$ cat config.mk
export PLATFORM = sky130hd
export DESIGN_NAME = adcdc_compare_control
export DESIGN_NICKNAME = d
export VERILOG_FILES = /design/src/pkg/adcdc_pkg.sv /design/src/hw/adcdc_compare_control.sv
export SDC_FILE = /design/constraint.sdc
export NUM_CORES = 1
export LEC_CHECK = 0
export BUFFER_PORTS_ARGS = -buffer_cell sky130_fd_sc_hd__buf_2
export CAP_MARGIN = 25
export CORE_MARGIN = 10
export CORE_UTILIZATION = 51
export CTS_CLUSTER_DIAMETER = 100
export DETAILED_ROUTE_END_ITERATION = 10
export PLACE_DENSITY = 0.83
export SYNTH_ARGS = -nofsm -noshare
export SYNTH_HDL_FRONTEND = slang
export SYNTH_SLANG_ARGS = --single-unit
$ cat constraint.sdc
create_clock -name aclk -period 12 [get_ports aclk]
set_input_delay 2.4 -clock aclk [delete_from_list [all_inputs] [get_ports aclk]]
set_output_delay 2.4 -clock aclk [all_outputs]
set_load 0.01 [all_outputs]
$ cat src/pkg/adcdc_pkg.sv
package adcdc_pkg;
  // word index of each documented register; byte address is index * 4
  localparam logic [11:0] COMPARE_CONTROL_INDEX = 12'h33C;
  localparam logic [11:0] FAULT_INJECT_INDEX = 12'h33D;
  localparam logic [11:0] PROTECTOR_INDEX = 12'h33E;
  localparam logic [11:0] COMPARE_CONTROL_ADDR = 12'hCF0;
  localparam logic [11:0] FAULT_INJECT_ADDR = 12'hCF4;
  localparam logic [11:0] PROTECTOR_ADDR = 12'hCF8;
  localparam logic [11:0] SWITCH_OVERRIDE_ADDR = 12'hD00;
  localparam logic [11:0] DIAG_STATUS_ADDR = 12'hD04;
  localparam logic [11:0] DIAG_CONFIG_ADDR = 12'hD08;
  // compare control fields
  localparam int CC_GO_BIT = 0;
  localparam int CC_SEL_LSB = 1;
  localparam int CC_SINK_LSB = 4;
  localparam int CC_SWGO_BIT = 6;
  // fault inject fields
  localparam int FI_FILTER_BIT = 0;
  localparam int FI_COMPARE_BIT = 1;
  // config fields
  localparam int CFG_AUXSEL_LSB = 0;
  localparam int CFG_CELLTHR_LSB = 8;
  localparam int CFG_OWTHR_LSB = 16;
  localparam int CFG_INTHR_LSB = 20;
  localparam int CFG_EXTEND_BIT = 24;
  // status fields
  localparam int ST_READY_LSB = 0;
  localparam int ST_PASS_LSB = 8;
  localparam int ST_FILTER_BIT = 16;
  localparam int ST_BUSY_BIT = 17;
  localparam logic [7:0] REG8_RESET = 8'h00;
  localparam logic [31:0] REG32_RESET = 32'h00000000;
  // threshold scales, millivolts
  localparam logic [17:0] CELL_DELTA_BASE_MV = 18'd6;
  localparam logic [17:0] CELL_DELTA_STEP_MV = 18'd3;
  localparam logic [17:0] OPEN_WIRE_BASE_MV = 18'd500;
  localparam logic [17:0] OPEN_WIRE_STEP_MV = 18'd300;
  localparam logic [17:0] INPUT_DELTA_BASE_MV = 18'd4;
  localparam logic [17:0] INPUT_DELTA_STEP_MV = 18'd4;
  localparam logic [1:0] AXI_OKAY = 2'h0;
  localparam logic [1:0] AXI_SLVERR = 2'h2;

  typedef enum logic [2:0] {
    ADCDC_SEL_NONE = 3'b000,
    ADCDC_SEL_CELL = 3'b001,
    ADCDC_SEL_SENSE_OW = 3'b010,
    ADCDC_SEL_BALANCE_OW = 3'b011,
    ADCDC_SEL_SWITCH = 3'b100,
    ADCDC_SEL_INPUT = 3'b101
  } adcdc_sel_type;

  typedef enum logic [1:0] {
    ADCDC_SINK_OFF = 2'b00,
    ADCDC_SINK_SENSE = 2'b01,
    ADCDC_SINK_BALANCE = 2'b10,
    ADCDC_SINK_BUSBAR = 2'b11
  } adcdc_sink_type;

  typedef enum logic [1:0] {
    ADCDC_IDLE = 2'b00,
    ADCDC_SCAN = 2'b01,
    ADCDC_DONE = 2'b10
  } adcdc_state_type;
endpackage : adcdc_pkg

$ cat src/hw/adcdc_compare_control.sv
// The implementer's own choice: the AXI4-Lite register port.
`timescale 1ns/1ps
`default_nettype none
module adcdc_compare_control
  import adcdc_pkg::*;
#(
  parameter int NUM_CELLS = 16,
  parameter int NUM_INPUTS = 8
)
(
  input wire logic aclk,
  input wire logic aresetn,
  input wire logic [11:0] s_axi_awaddr,
  input wire logic s_axi_awvalid,
  output logic s_axi_awready,
  input wire logic [31:0] s_axi_wdata,
  input wire logic [3:0] s_axi_wstrb,
  input wire logic s_axi_wvalid,
  output logic s_axi_wready,
  output logic [1:0] s_axi_bresp,
  output logic s_axi_bvalid,
  input wire logic s_axi_bready,
  input wire logic [11:0] s_axi_araddr,
  input wire logic s_axi_arvalid,
  output logic s_axi_arready,
  output logic [31:0] s_axi_rdata,
  output logic [1:0] s_axi_rresp,
  output logic s_axi_rvalid,
  input wire logic s_axi_rready,
  input wire logic balancing_running,
  input wire logic [NUM_CELLS-1:0] balancing_switch_request,
  input wire logic [NUM_CELLS-1:0] active_cell_mask,
  input wire logic [NUM_INPUTS-1:0] input_analog_mask,
  input wire logic [15:0] main_value,
  input wire logic [15:0] aux_value,
  input wire logic filter_diag_active,
  output logic [4:0] compare_channel,
  output logic compare_on_inputs,
  output logic [NUM_CELLS-1:0] balance_switch,
  output logic sense_sink_en,
  output logic balance_sink_en,
  output logic busbar_sink_en,
  output logic filter_fault_force,
  output logic protector_selftest_keep_faults
);
  logic [11:0] aw_addr, next_aw_addr;
  logic aw_full, next_aw_full;
  logic [31:0] w_data, next_w_data;
  logic [3:0] w_strb, next_w_strb;
  logic w_full, next_w_full;
  logic bvalid, next_bvalid;
  logic [1:0] bresp, next_bresp;
  logic rvalid, next_rvalid;
  logic [1:0] rresp, next_rresp;
  logic [31:0] rdata, next_rdata;
  logic [1:0] sink_select, next_sink_select;
  logic [2:0] compare_select, next_compare_select;
  logic [1:0] fault_inject, next_fault_inject;
  logic keep_faults, next_keep_faults;
  logic [31:0] switch_override_regs, next_switch_override_regs;
  logic [31:0] diag_config, next_diag_config;
  logic [4:0] ready_flags, next_ready_flags;
  logic [4:0] pass_flags, next_pass_flags;
  logic filter_failure_flag, next_filter_failure_flag;
  adcdc_state_type state, next_state;
  logic [2:0] captured_select, next_captured_select;
  logic [4:0] channel, next_channel;
  logic failed, next_failed;
  logic override_active, next_override_active;
  logic [NUM_CELLS-1:0] override_pattern, next_override_pattern;
  logic running_d, next_running_d;

  logic do_write, do_read, write_hit, read_hit;
  logic [31:0] read_word, cc_word;
  logic [4:0] aux_select, last_channel;
  logic channel_enabled, channel_fails;
  logic [15:0] delta;
  logic [17:0] cell_thr, ow_thr, in_thr;
  logic [17:0] aux_times_three;

  function automatic logic [31:0] merge(input logic [31:0] old_word,
                                        input logic [31:0] new_word,
                                        input logic [3:0] strb);
    logic [31:0] result;
    result = old_word;
    for (int b = 0; b < 4; b++)
    begin
      if (strb[b])
        result[8*b +: 8] = new_word[8*b +: 8];
    end
    return result;
  endfunction : merge

  assign s_axi_awready = !aw_full;
  assign s_axi_wready = !w_full;
  assign s_axi_bvalid = bvalid;
  assign s_axi_bresp = bresp;
  assign s_axi_arready = !rvalid;
  assign s_axi_rvalid = rvalid;
  assign s_axi_rresp = rresp;
  assign s_axi_rdata = rdata;
  assign do_write = aw_full && w_full && !bvalid;
  assign do_read = s_axi_arvalid && !rvalid;
  assign aux_select = diag_config[CFG_AUXSEL_LSB +: 5];
  assign last_channel = (captured_select == ADCDC_SEL_INPUT) ?
                        5'(NUM_INPUTS - 1) : 5'(NUM_CELLS - 1);
  assign compare_channel = channel;
  assign compare_on_inputs = (captured_select == ADCDC_SEL_INPUT);
  assign filter_fault_force = fault_inject[FI_FILTER_BIT];
  assign protector_selftest_keep_faults = keep_faults;
  // sinks follow the stored select directly
  assign sense_sink_en = (sink_select == ADCDC_SINK_SENSE);
  assign balance_sink_en = (sink_select == ADCDC_SINK_BALANCE);
  assign busbar_sink_en = (sink_select == ADCDC_SINK_BUSBAR);

  genvar g;
  generate
    for (g = 0; g < NUM_CELLS; g++)
    begin : gen_switch
      assign balance_switch[g] = override_active ? override_pattern[g] :
                                 balancing_switch_request[g];
    end
  endgenerate

  // threshold scaling
  always_comb
  begin
    cell_thr = CELL_DELTA_BASE_MV +
      18'(diag_config[CFG_CELLTHR_LSB +: 5]) * CELL_DELTA_STEP_MV;
    ow_thr = OPEN_WIRE_BASE_MV +
      18'(diag_config[CFG_OWTHR_LSB +: 4]) * OPEN_WIRE_STEP_MV;
    in_thr = INPUT_DELTA_BASE_MV +
      18'(diag_config[CFG_INTHR_LSB +: 3]) * INPUT_DELTA_STEP_MV;
    delta = (main_value >= aux_value) ? main_value - aux_value :
            aux_value - main_value;
    aux_times_three = 18'(aux_value) * 18'd3;
    channel_enabled = 1'b0;
    channel_fails = 1'b0;
    unique case (captured_select)
      ADCDC_SEL_CELL:
      begin
        channel_enabled = (aux_select == 5'h00) || (aux_select == channel + 5'h01);
        channel_fails = 18'(delta) >= cell_thr;
      end
      ADCDC_SEL_SENSE_OW:
      begin
        channel_enabled = active_cell_mask[channel[3:0]];
        channel_fails = 18'(main_value) >= ow_thr;
      end
      ADCDC_SEL_BALANCE_OW:
      begin
        channel_enabled = (aux_select == 5'h00) || (aux_select == channel + 5'h01);
        channel_fails = 18'(aux_value) >= ow_thr;
      end
      ADCDC_SEL_SWITCH:
      begin
        channel_enabled = (aux_select == 5'h00) || (aux_select == channel + 5'h01);
        channel_fails = aux_times_three >= 18'(main_value);
      end
      ADCDC_SEL_INPUT:
      begin
        channel_enabled = input_analog_mask[channel[2:0]];
        channel_fails = 18'(delta) >= in_thr;
      end
      default:
      begin
        channel_enabled = 1'b0;
        channel_fails = 1'b0;
      end
    endcase
  end

  // register read mux
  always_comb
  begin
    cc_word = 32'h00000000;
    cc_word[CC_SINK_LSB +: 2] = sink_select;
    cc_word[CC_SEL_LSB +: 3] = compare_select;
    read_hit = 1'b1;
    read_word = 32'h00000000;
    unique case (s_axi_araddr)
      COMPARE_CONTROL_ADDR: read_word = cc_word;
      FAULT_INJECT_ADDR: read_word = {30'h00000000, fault_inject};
      PROTECTOR_ADDR: read_word = {31'h00000000, keep_faults};
      SWITCH_OVERRIDE_ADDR: read_word = switch_override_regs;
      DIAG_CONFIG_ADDR: read_word = diag_config;
      DIAG_STATUS_ADDR:
      begin
        read_word[ST_READY_LSB +: 5] = ready_flags;
        read_word[ST_PASS_LSB +: 5] = pass_flags;
        read_word[ST_FILTER_BIT] = filter_failure_flag;
        read_word[ST_BUSY_BIT] = (state != ADCDC_IDLE);
      end
      default: read_hit = 1'b0;
    endcase
    write_hit = (aw_addr == COMPARE_CONTROL_ADDR) ||
                (aw_addr == FAULT_INJECT_ADDR) ||
                (aw_addr == PROTECTOR_ADDR) ||
                (aw_addr == SWITCH_OVERRIDE_ADDR) ||
                (aw_addr == DIAG_CONFIG_ADDR) ||
                (aw_addr == DIAG_STATUS_ADDR);
  end

  always_comb
  begin
    logic [31:0] wr;
    logic compare_go, switch_go, lo_byte;
    logic [4:0] ready_set;
    logic [4:0] ready_clr;
    logic filter_clr;
    wr = merge(32'h00000000, w_data, w_strb);
    lo_byte = w_strb[0];
    compare_go = 1'b0;
    switch_go = 1'b0;
    ready_set = 5'h00;
    ready_clr = 5'h00;
    filter_clr = 1'b0;
    next_aw_addr = aw_addr;
    next_aw_full = aw_full;
    next_w_data = w_data;
    next_w_strb = w_strb;
    next_w_full = w_full;
    next_bvalid = bvalid;
    next_bresp = bresp;
    next_rvalid = rvalid;
    next_rresp = rresp;
    next_rdata = rdata;
    next_sink_select = sink_select;
    next_compare_select = compare_select;
    next_fault_inject = fault_inject;
    next_keep_faults = keep_faults;
    next_switch_override_regs = switch_override_regs;
    next_diag_config = diag_config;
    next_pass_flags = pass_flags;
    next_state = state;
    next_captured_select = captured_select;
    next_channel = channel;
    next_failed = failed;
    next_override_active = override_active;
    next_override_pattern = override_pattern;
    next_running_d = balancing_running;
    if (s_axi_awvalid && !aw_full)
    begin
      next_aw_addr = s_axi_awaddr;
      next_aw_full = 1'b1;
    end
    if (s_axi_wvalid && !w_full)
    begin
      next_w_data = s_axi_wdata;
      next_w_strb = s_axi_wstrb;
      next_w_full = 1'b1;
    end
    if (bvalid && s_axi_bready)
      next_bvalid = 1'b0;
    if (do_write)
    begin
      next_aw_full = 1'b0;
      next_w_full = 1'b0;
      next_bvalid = 1'b1;
      next_bresp = write_hit ? AXI_OKAY : AXI_SLVERR;
      if (lo_byte)
      begin
        unique case (aw_addr)
          COMPARE_CONTROL_ADDR:
          begin
            next_sink_select = wr[CC_SINK_LSB +: 2];
            next_compare_select = wr[CC_SEL_LSB +: 3];
            compare_go = wr[CC_GO_BIT];
            switch_go = wr[CC_SWGO_BIT];
          end
          FAULT_INJECT_ADDR: next_fault_inject = wr[1:0];
          PROTECTOR_ADDR: next_keep_faults = wr[0];
          DIAG_STATUS_ADDR:
          begin
            ready_clr = wr[ST_READY_LSB +: 5];
            filter_clr = wr[ST_FILTER_BIT];
          end
          default:
          begin
          end
        endcase
      end
      if (aw_addr == SWITCH_OVERRIDE_ADDR)
        next_switch_override_regs = merge(switch_override_regs, w_data, w_strb);
      if (aw_addr == DIAG_CONFIG_ADDR)
        next_diag_config = merge(diag_config, w_data, w_strb);
    end
    if (rvalid && s_axi_rready)
      next_rvalid = 1'b0;
    if (do_read)
    begin
      next_rvalid = 1'b1;
      next_rdata = read_word;
      next_rresp = read_hit ? AXI_OKAY : AXI_SLVERR;
    end
    // balancing start or resume hands switches back
    if (balancing_running && !running_d)
      next_override_active = 1'b0;
    if (switch_go && !balancing_running)
    begin
      next_override_active = 1'b1;
      next_override_pattern = switch_override_regs[NUM_CELLS-1:0];
    end
    unique case (state)
      ADCDC_IDLE:
      begin
        if (compare_go && wr[CC_SEL_LSB +: 3] >= ADCDC_SEL_CELL &&
            wr[CC_SEL_LSB +: 3] <= ADCDC_SEL_INPUT)
        begin
          next_captured_select = wr[CC_SEL_LSB +: 3];
          next_channel = 5'h00;
          next_failed = 1'b0;
          next_state = ADCDC_SCAN;
          if (wr[CC_SEL_LSB +: 3] == ADCDC_SEL_SWITCH && !balancing_running)
          begin
            next_override_active = 1'b1;
            next_override_pattern = switch_override_regs[NUM_CELLS-1:0];
          end
        end
      end
      ADCDC_SCAN:
      begin
        if (channel_enabled && channel_fails)
          next_failed = 1'b1;
        if (channel == last_channel)
          next_state = ADCDC_DONE;
        else
          next_channel = channel + 5'h01;
      end
      ADCDC_DONE:
      begin
        ready_set[captured_select - 3'd1] = 1'b1;
        next_pass_flags[captured_select - 3'd1] =
          !failed && !fault_inject[FI_COMPARE_BIT];
        if (captured_select == ADCDC_SEL_SWITCH && !diag_config[CFG_EXTEND_BIT])
          next_override_active = 1'b0;
        next_captured_select = ADCDC_SEL_NONE;
        next_channel = 5'h00;
        next_state = ADCDC_IDLE;
      end
      default: next_state = ADCDC_IDLE;
    endcase
    // set wins over a clear in the same cycle
    next_ready_flags = (ready_flags & ~ready_clr) | ready_set;
    next_filter_failure_flag = (filter_failure_flag && !filter_clr) ||
      (filter_diag_active && fault_inject[FI_FILTER_BIT]);
  end

  always_ff @(posedge aclk)
  begin
    if (!aresetn)
    begin
      aw_addr <= 12'h000;
      aw_full <= 1'b0;
      w_data <= REG32_RESET;
      w_strb <= 4'h0;
      w_full <= 1'b0;
      bvalid <= 1'b0;
      bresp <= AXI_OKAY;
      rvalid <= 1'b0;
      rresp <= AXI_OKAY;
      rdata <= REG32_RESET;
      sink_select <= ADCDC_SINK_OFF;
      compare_select <= ADCDC_SEL_NONE;
      fault_inject <= 2'h0;
      keep_faults <= 1'b0;
      switch_override_regs <= REG32_RESET;
      diag_config <= REG32_RESET;
      ready_flags <= 5'h00;
      pass_flags <= 5'h00;
      filter_failure_flag <= 1'b0;
      state <= ADCDC_IDLE;
      captured_select <= ADCDC_SEL_NONE;
      channel <= 5'h00;
      failed <= 1'b0;
      override_active <= 1'b0;
      override_pattern <= '0;
      running_d <= 1'b0;
    end
    else
    begin
      aw_addr <= next_aw_addr;
      aw_full <= next_aw_full;
      w_data <= next_w_data;
      w_strb <= next_w_strb;
      w_full <= next_w_full;
      bvalid <= next_bvalid;
      bresp <= next_bresp;
      rvalid <= next_rvalid;
      rresp <= next_rresp;
      rdata <= next_rdata;
      sink_select <= next_sink_select;
      compare_select <= next_compare_select;
      fault_inject <= next_fault_inject;
      keep_faults <= next_keep_faults;
      switch_override_regs <= next_switch_override_regs;
      diag_config <= next_diag_config;
      ready_flags <= next_ready_flags;
      pass_flags <= next_pass_flags;
      filter_failure_flag <= next_filter_failure_flag;
      state <= next_state;
      captured_select <= next_captured_select;
      channel <= next_channel;
      failed <= next_failed;
      override_active <= next_override_active;
      override_pattern <= next_override_pattern;
      running_d <= next_running_d;
    end
  end
endmodule : adcdc_compare_control
`default_nettype wire

==> results.sh, run 1 <==
export IMPL_cts_root_buf="clkbuf_16"
export IMPL_critPathTopFamily="compound AO/OA/AOI/OAI gates"
export IMPL_clock_latency_ns=0.44
export IMPL_worstHoldEndpoint="s_axi_rdata[21]$_SDFFE_PN0P_"
export IMPL_grt_max_degree=112
export IMPL_synth_cells=1587
export IMPL_synth_seq_area_share_pct=29.9
export IMPL_grtUsageTotal_pct=22.1
export IMPL_clkSinkCount=198
export IMPL_cts_buffers=17
export IMPL_stdcell_count=2083
export IMPL_cp_required_ns=12.30
export IMPL_path_cells="buf_2, inv_1, ha_1, inv_1, fa_1, a21o_1, a21oi_1, a311oi_1, or3_1, nand2_1, mux2i_1, xnor2_1, ha_1, a21oi_1, o21ai_0, a21o_1, a21oi_1, o21ai_0, nand2_1, o221ai_1, a21oi_1, a31oi_1"
export IMPL_switching_share_pct=28.4
export IMPL_p_leak_nw=6.53
export IMPL_num_vias=12200
export IMPL_dieArea_um2=32900
export IMPL_ys_flop_type="dfxtp_1"
export IMPL_start_util_pct=52.3
export IMPL_status="completed"
export IMPL_core_area_um2=25400
export IMPL_grt_overflow_total=0
export IMPL_ys_ff_latch=198
export IMPL_skew_ns=0.0112
export IMPL_grt_first_pass_wirelength_um=60900
export IMPL_crit_path_max_fanout=9
export IMPL_final_max_slew_viol_count=0
export IMPL_crit_type="primary input to flop"
export IMPL_synth_area_leaders="dfxtp_1 30%, ha_1 12%, a21boi_0 7.2%, nand2_1 7.0%, mux2_2 4.0%"
export IMPL_hold_depth=2
export IMPL_min_path_type="flop to flop"
export IMPL_hold_viol_final=0
export IMPL_via_per_inst=5.85
export IMPL_cp_slowest_stage_delay_ns=0.51
export IMPL_clockBufferDepth=2
export IMPL_io_pins=209
export IMPL_dp_hpwl_um=29000
export IMPL_grt_setup_unrepaired="no"
export IMPL_cp_start_kind="primary input"
export IMPL_cts_resized=0
export IMPL_routed_wl_um=38100
export IMPL_first_iter_violations=977
export IMPL_dp_cells=2047
export IMPL_timing_slew_headroom_pct=32.8
export IMPL_r2r_end="failed$_SDFFE_PN0P_"
export IMPL_min_period_ns=6.14
export IMPL_numPortBuffers=206
export IMPL_mostFrequentLayoutCell="nand2_1"
export IMPL_rr_worst_depth=21
export IMPL_final_nets=2016
export IMPL_hold_buffers=0
export IMPL_routabilityCongestion=0.922
export IMPL_drv_cap=0
export IMPL_h_tree_depth=4
export IMPL_min_from="s_axi_rdata[21]$_SDFFE_PN0P_"
export IMPL_synth_area_per_cell_um2=8.36
export IMPL_r2r_start="diag_config[18]$_SDFFE_PN0P_"
export IMPL_setup_viol=0
export IMPL_crit_slowest_cell="or3_1"
export IMPL_pre_cts_slack_ns=5.45
export IMPL_end_kind="flop"
export IMPL_fmax_mhz=163
export IMPL_layout_common_cells="246 x nand2_1, 205 x buf_2, 198 x dfxtp_1, 131 x ha_1, 127 x a21boi_0"
export IMPL_rows=58
export IMPL_synth_distinct_cells=79
export IMPL_drive_above_1_share_pct=18.0
export IMPL_clk_pin_slew_ns=0.07
export IMPL_worst_ep_arrival_time_ns=6.44
export IMPL_yosys_warnings=0
export IMPL_drtPass1Iterations=5
export IMPL_antenna_found_initial=2
export IMPL_drtAntennaViolNets=0
export IMPL_cts_tree="yes"
export IMPL_die_w_um=181
export IMPL_finalCritPeriodShare_pct=51.2
export IMPL_comb_power_share_pct=19.2
export IMPL_p_sw_w=0.000446
export IMPL_synth_largest_area_cell="dfxtp_1"
export IMPL_netlist_area_um2=13300
export IMPL_die_y_um=181
export IMPL_first_global_vias=12000
export IMPL_syn_to_final_growth_pct=13.7
export IMPL_p_per_area_nw_per_um2=104
export IMPL_synth_edf_count=0
export IMPL_peakVddDrop_mv=0.109
export IMPL_cp_common_cell="a21oi_1"
export IMPL_fillerInstances=2223
export IMPL_p_seq_share_pct=43.8
export IMPL_drc=0
export IMPL_worst_pin_slew_ns=1.01
export IMPL_tns_ns=0
export IMPL_critPathBufInv=3
export IMPL_async_flop_share_pct=0
export IMPL_setup_ws_ns=5.86
export IMPL_reg2reg_slack_ns=6.88
export IMPL_power_internal_w=0.00112
export IMPL_post_cts_setup_buffers=0
export IMPL_clkPwrFrac_pct=37.1
export IMPL_synth_top_area_share_pct=29.9
export IMPL_wl_per_cell_um=18.3
==> state kept, by name, indices dropped and copies added, names as in the netlist, 3 cells and up <==
| register | flops |
|---|---|
| diag_config | 32 |
| w_strb | 4 |
| w_data | 32 |
| compare_select | 3 |
| s_axi_rdata | 32 |
| compare_channel | 5 |
| override_pattern | 16 |
| ready_flags | 5 |
| aw_addr | 12 |
| switch_override_regs | 32 |
| pass_flags | 5 |
| captured_select | 3 |
==> power groups by stage <==
stage	Sequential (W)	Clock (W)	Combinational, W
after floorplan	0.000694	0	0.000208
after global placement	0.000700	0	0.000286
after detailed placement	0.000701	0	0.000294
after CTS	0.000685	0.000586	0.000297
after global routing	0.000687	0.000613	0.000336
final	0.000686	0.000581	0.000301
==> synthesized netlist by cell type, types with 8 or more instances <==
library cell / number
nand3_1: 88
a21boi_0: 127
a21oi_1: 55
o21ai_0: 52
nor2_1: 65
inv_1: 73
o211ai_1: 15
clkbuf_1: 76
nor3b_1: 10
o21a_1: 16
ha_1: 131
a211oi_1: 9
a221oi_1: 9
nand2_1: 246
mux2i_1: 40
xor2_1: 20
a21o_1: 19
nor2b_1: 64
nand2b_1: 12
a31oi_1: 8
and2_1: 14
xnor2_1: 31
dfxtp_1: 198
mux2_2: 47
nor3_1: 27
==> worst max path at each step <==
stage                             start                  end  depth (start not counted)
after CTS                 main_value[0]  failed$_SDFFE_PN0P_                         22
after global routing      main_value[0]  failed$_SDFFE_PN0P_                         22
after detailed placement  main_value[0]  failed$_SDFFE_PN0P_                         22
final                     main_value[0]  failed$_SDFFE_PN0P_                         22
after global placement    main_value[0]  failed$_SDFFE_PN0P_                         22
after floorplan           main_value[0]  failed$_SDFFE_PN0P_                         22
==> per-layer routing <==
layer	track usage (%)	up-vias	routed length, um	share of wire, %
met5	0	-	0	0
met4	6.67	0	780	2.0
met3	5.69	61	3150	8.3
met2	36.5	466	17600	46
met1	27.8	5744	16500	43
li1	-	5905	-	-
==> worst reg2reg max path: stages, from the launching register on <==
cell and delay (ns):
dfxtp_1 0.41, ha_1 0.32, inv_1 0.05, fa_1 0.39
inv_1 0.07, ha_1 0.25, a31o_2 0.26, a21oi_1 0.15
o21bai_1 0.10, xor2_1 0.27, o41a_1 0.26, nand2_1 0.07
nor2_1 0.12, xor2_1 0.42, ha_1 0.34, and3_1 0.17
a2111oi_0 0.39, o21ai_0 0.16, a41oi_1 0.34, o221ai_1 0.19
a21oi_1 0.17, a31oi_1 0.08
==> per-stage QoR <==
step / hold slack [ns] / util, % / total power, W / area (um^2)
after floorplan: 0.440 / - / 0.000901 / 13300
after global placement: 0.449 / 56.9 / 0.000986 / 14500
after detailed placement: 0.458 / 56.9 / 0.000995 / 14500
after CTS: 0.469 / 59.3 / 0.00157 / 15100
after global routing: 0.495 / 59.4 / 0.00164 / 15100
final: 0.469 / 59.4 / 0.00157 / 15100
==> area by class of cell <==
| type | count | area, um^2 | area share (%) |
|---|---|---|---|
| Multi-Input combinational cell | 1232 | 8710 | 57.7 |
| Sequential cell | 198 | 3960 | 26.3 |
| Timing Repair Buffer | 217 | 1120 | 7.43 |
| Clock buffer | 20 | 457 | 3.03 |
| Tap cell | 330 | 413 | 2.74 |
| Inverter | 73 | 274 | 1.82 |
| Clock inverter | 11 | 144 | 0.954 |
| Antenna cell | 2 | 5.00 | 0.0332 |
==> kinds of logic (layout without fill, tap and decap cells) <==
logic type                 Yosys count  in the layout  share of synthesized area [%]
buffers and inverters              158            321                           4.68
AOI/OAI and AO/OA                  373            373                           19.9
adders and majority gates          136            136                           13.1
and+or+nand+nor                    576            576                           20.9
muxes                               94             94                           8.19
other                                1              4                         0.0283
DFF                                198            198                           29.9
xor gates and xnor gates            51             51                           3.37
Power figures use the tool's default switching activity.
==> run 2: changes to the inputs <==
==> constraint.sdc (replaced) <==
create_clock -name aclk -period 6.3 [get_ports aclk]
set_input_delay 1.26 -clock aclk [delete_from_list [all_inputs] [get_ports aclk]]
set_output_delay 1.26 -clock aclk [all_outputs]
set_load 0.01 [all_outputs]
==> results.sh, run 2 (synthesis results as in run 1) <==
export IMPL_clk_pin_slew_ns=0.08
export IMPL_post_cts_setup_buffers=0
export IMPL_drtAntennaViolNets=0
export IMPL_dieArea_um2=32900
export IMPL_top_layer="met4"
export IMPL_grt_max_degree=123
export IMPL_via_per_inst=5.82
export IMPL_met3WireLength_um=3160
export IMPL_status="completed"
export IMPL_finalCritPeriodShare_pct=81.6
export IMPL_drtPass1Iterations=7
export IMPL_hold_buffers=0
export IMPL_grtUsageTotal_pct=21.7
export IMPL_setup_ws_ns=1.16
export IMPL_skew_ns=0.0146
export IMPL_crit_type="flop to flop"
export IMPL_cts_tree="yes"
export IMPL_h_tree_depth=4
export IMPL_rows=58
export IMPL_tns_ns=0
export IMPL_drive_above_1_share_pct=18.0
export IMPL_die_y_um=181
export IMPL_p_leak_nw=6.52
export IMPL_hold_viol_final=0
export IMPL_layout_common_cells="246 x nand2_1, 206 x buf_2, 198 x dfxtp_1, 131 x ha_1, 127 x a21boi_0"
export IMPL_clkSinkCount=198
export IMPL_p_per_area_nw_per_um2=200
export IMPL_grt_setup_unrepaired="no"
export IMPL_dp_hpwl_um=28900
export IMPL_drv_cap=0
export IMPL_die_w_um=181
export IMPL_cp_start_kind="flop"
export IMPL_min_period_ns=5.14
export IMPL_pre_cts_slack_ns=0.904
export IMPL_drc=0
export IMPL_io_pins=209
export IMPL_syn_to_final_growth_pct=13.8
export IMPL_cts_resized=0
export IMPL_mostFrequentLayoutCell="nand2_1"
export IMPL_cts_buffers=17
export IMPL_crit_path_max_fanout=7
export IMPL_fillerInstances=2229
export IMPL_clock_latency_ns=0.44
export IMPL_first_global_vias=11900
export IMPL_stdcell_count=2082
export IMPL_final_nets=2015
export IMPL_routabilityCongestion=0.921
export IMPL_wl_met2_um=17500
export IMPL_dp_cells=2047
export IMPL_routed_wl_um=37600
export IMPL_grt_first_pass_wirelength_um=60100
export IMPL_start_util_pct=52.3
export IMPL_grt_overflow_total=0
export IMPL_cp_required_ns=6.59
export IMPL_timing_slew_headroom_pct=26.4
export IMPL_fmax_mhz=195
export IMPL_antenna_found_initial=1
export IMPL_fin_util_pct=59.4
export IMPL_wl_per_cell_um=18.0
export IMPL_min_path_type="flop to flop"
export IMPL_worst_ep_arrival_time_ns=5.43
export IMPL_numPortBuffers=206
export IMPL_wl_met1_um=16300
export IMPL_setup_viol=0
export IMPL_worst_pin_slew_ns=1.10
export IMPL_end_kind="flop"
export IMPL_num_vias=12100
export IMPL_first_iter_violations=1093
export IMPL_final_max_slew_viol_count=0
export IMPL_clockBufferDepth=2
export IMPL_core_area_um2=25400
export IMPL_peakVddDrop_mv=0.210
export IMPL_cts_root_buf="clkbuf_16"
## run 2: area by class of cell
cell class,instances,area [um^2],share of cell area (%)
sequential,198,3960,26.3
clock buffer,18,429,2.84
antenna,1,2.50,0.0166
multi-input combinational,1232,8710,57.7
timing repair buffer,216,1110,7.38
tap,330,413,2.73
clock inverter,14,193,1.28
inverter,73,274,1.81
## run 2: power by group
group          internal, W  switching (W)
sequential         0.00128      0.0000307
combinational     0.000246       0.000323
clock             0.000638       0.000507
## run 2: worst paths after layout
| check | start | end | slack [ns] | cells after the start |
|---|---|---|---|---|
| worst max-delay path | diag_config[18]$_SDFFE_PN0P_ | failed$_SDFFE_PN0P_ | 1.16 | 20 |
| worst min-delay path | s_axi_rdata[14]$_SDFFE_PN0P_ | s_axi_rdata[14]$_SDFFE_PN0P_ | 0.46 | 2 |
| worst max register to register | diag_config[18]$_SDFFE_PN0P_ | failed$_SDFFE_PN0P_ | 1.16 | 20 |
| worst min register to register | s_axi_rdata[14]$_SDFFE_PN0P_ | s_axi_rdata[14]$_SDFFE_PN0P_ | 0.46 | 2 |
## run 2: per-layer routing
metal  up-vias  GRT usage (%)
met3        38           4.88
li1       5915              -
met1      5698           27.8
met2       456           36.1
met5         -              0
met4         0           4.88
## run 2: critical path: stages (launching register included)
cell	delay, ns
dfxtp_1	0.40
ha_1	0.32
inv_1	0.05
fa_1	0.49
inv_1	0.05
ha_1	0.21
a21o_1	0.19
a21oi_1	0.23
o21bai_1	0.11
a21oi_1	0.21
xnor2_1	0.21
nand3b_1	0.15
or3_1	0.49
ha_1	0.33
and3_1	0.18
a2111oi_0	0.41
o21ai_0	0.17
a41oi_1	0.35
o221ai_1	0.18
a21oi_1	0.16
a31oi_1	0.09
## run 2: metrics by stage
| stage | power [W] | hold slack, ns | instance area [um^2] |
|---|---|---|---|
| finish | 0.00302 | 0.462 | 15100 |
| global placement | 0.00188 | 0.449 | 14500 |
| CTS | 0.00302 | 0.464 | 15100 |
| floorplan | 0.00172 | 0.440 | 13300 |
| global route | 0.00315 | 0.488 | 15100 |
| detailed placement | 0.00189 | 0.455 | 14500 |
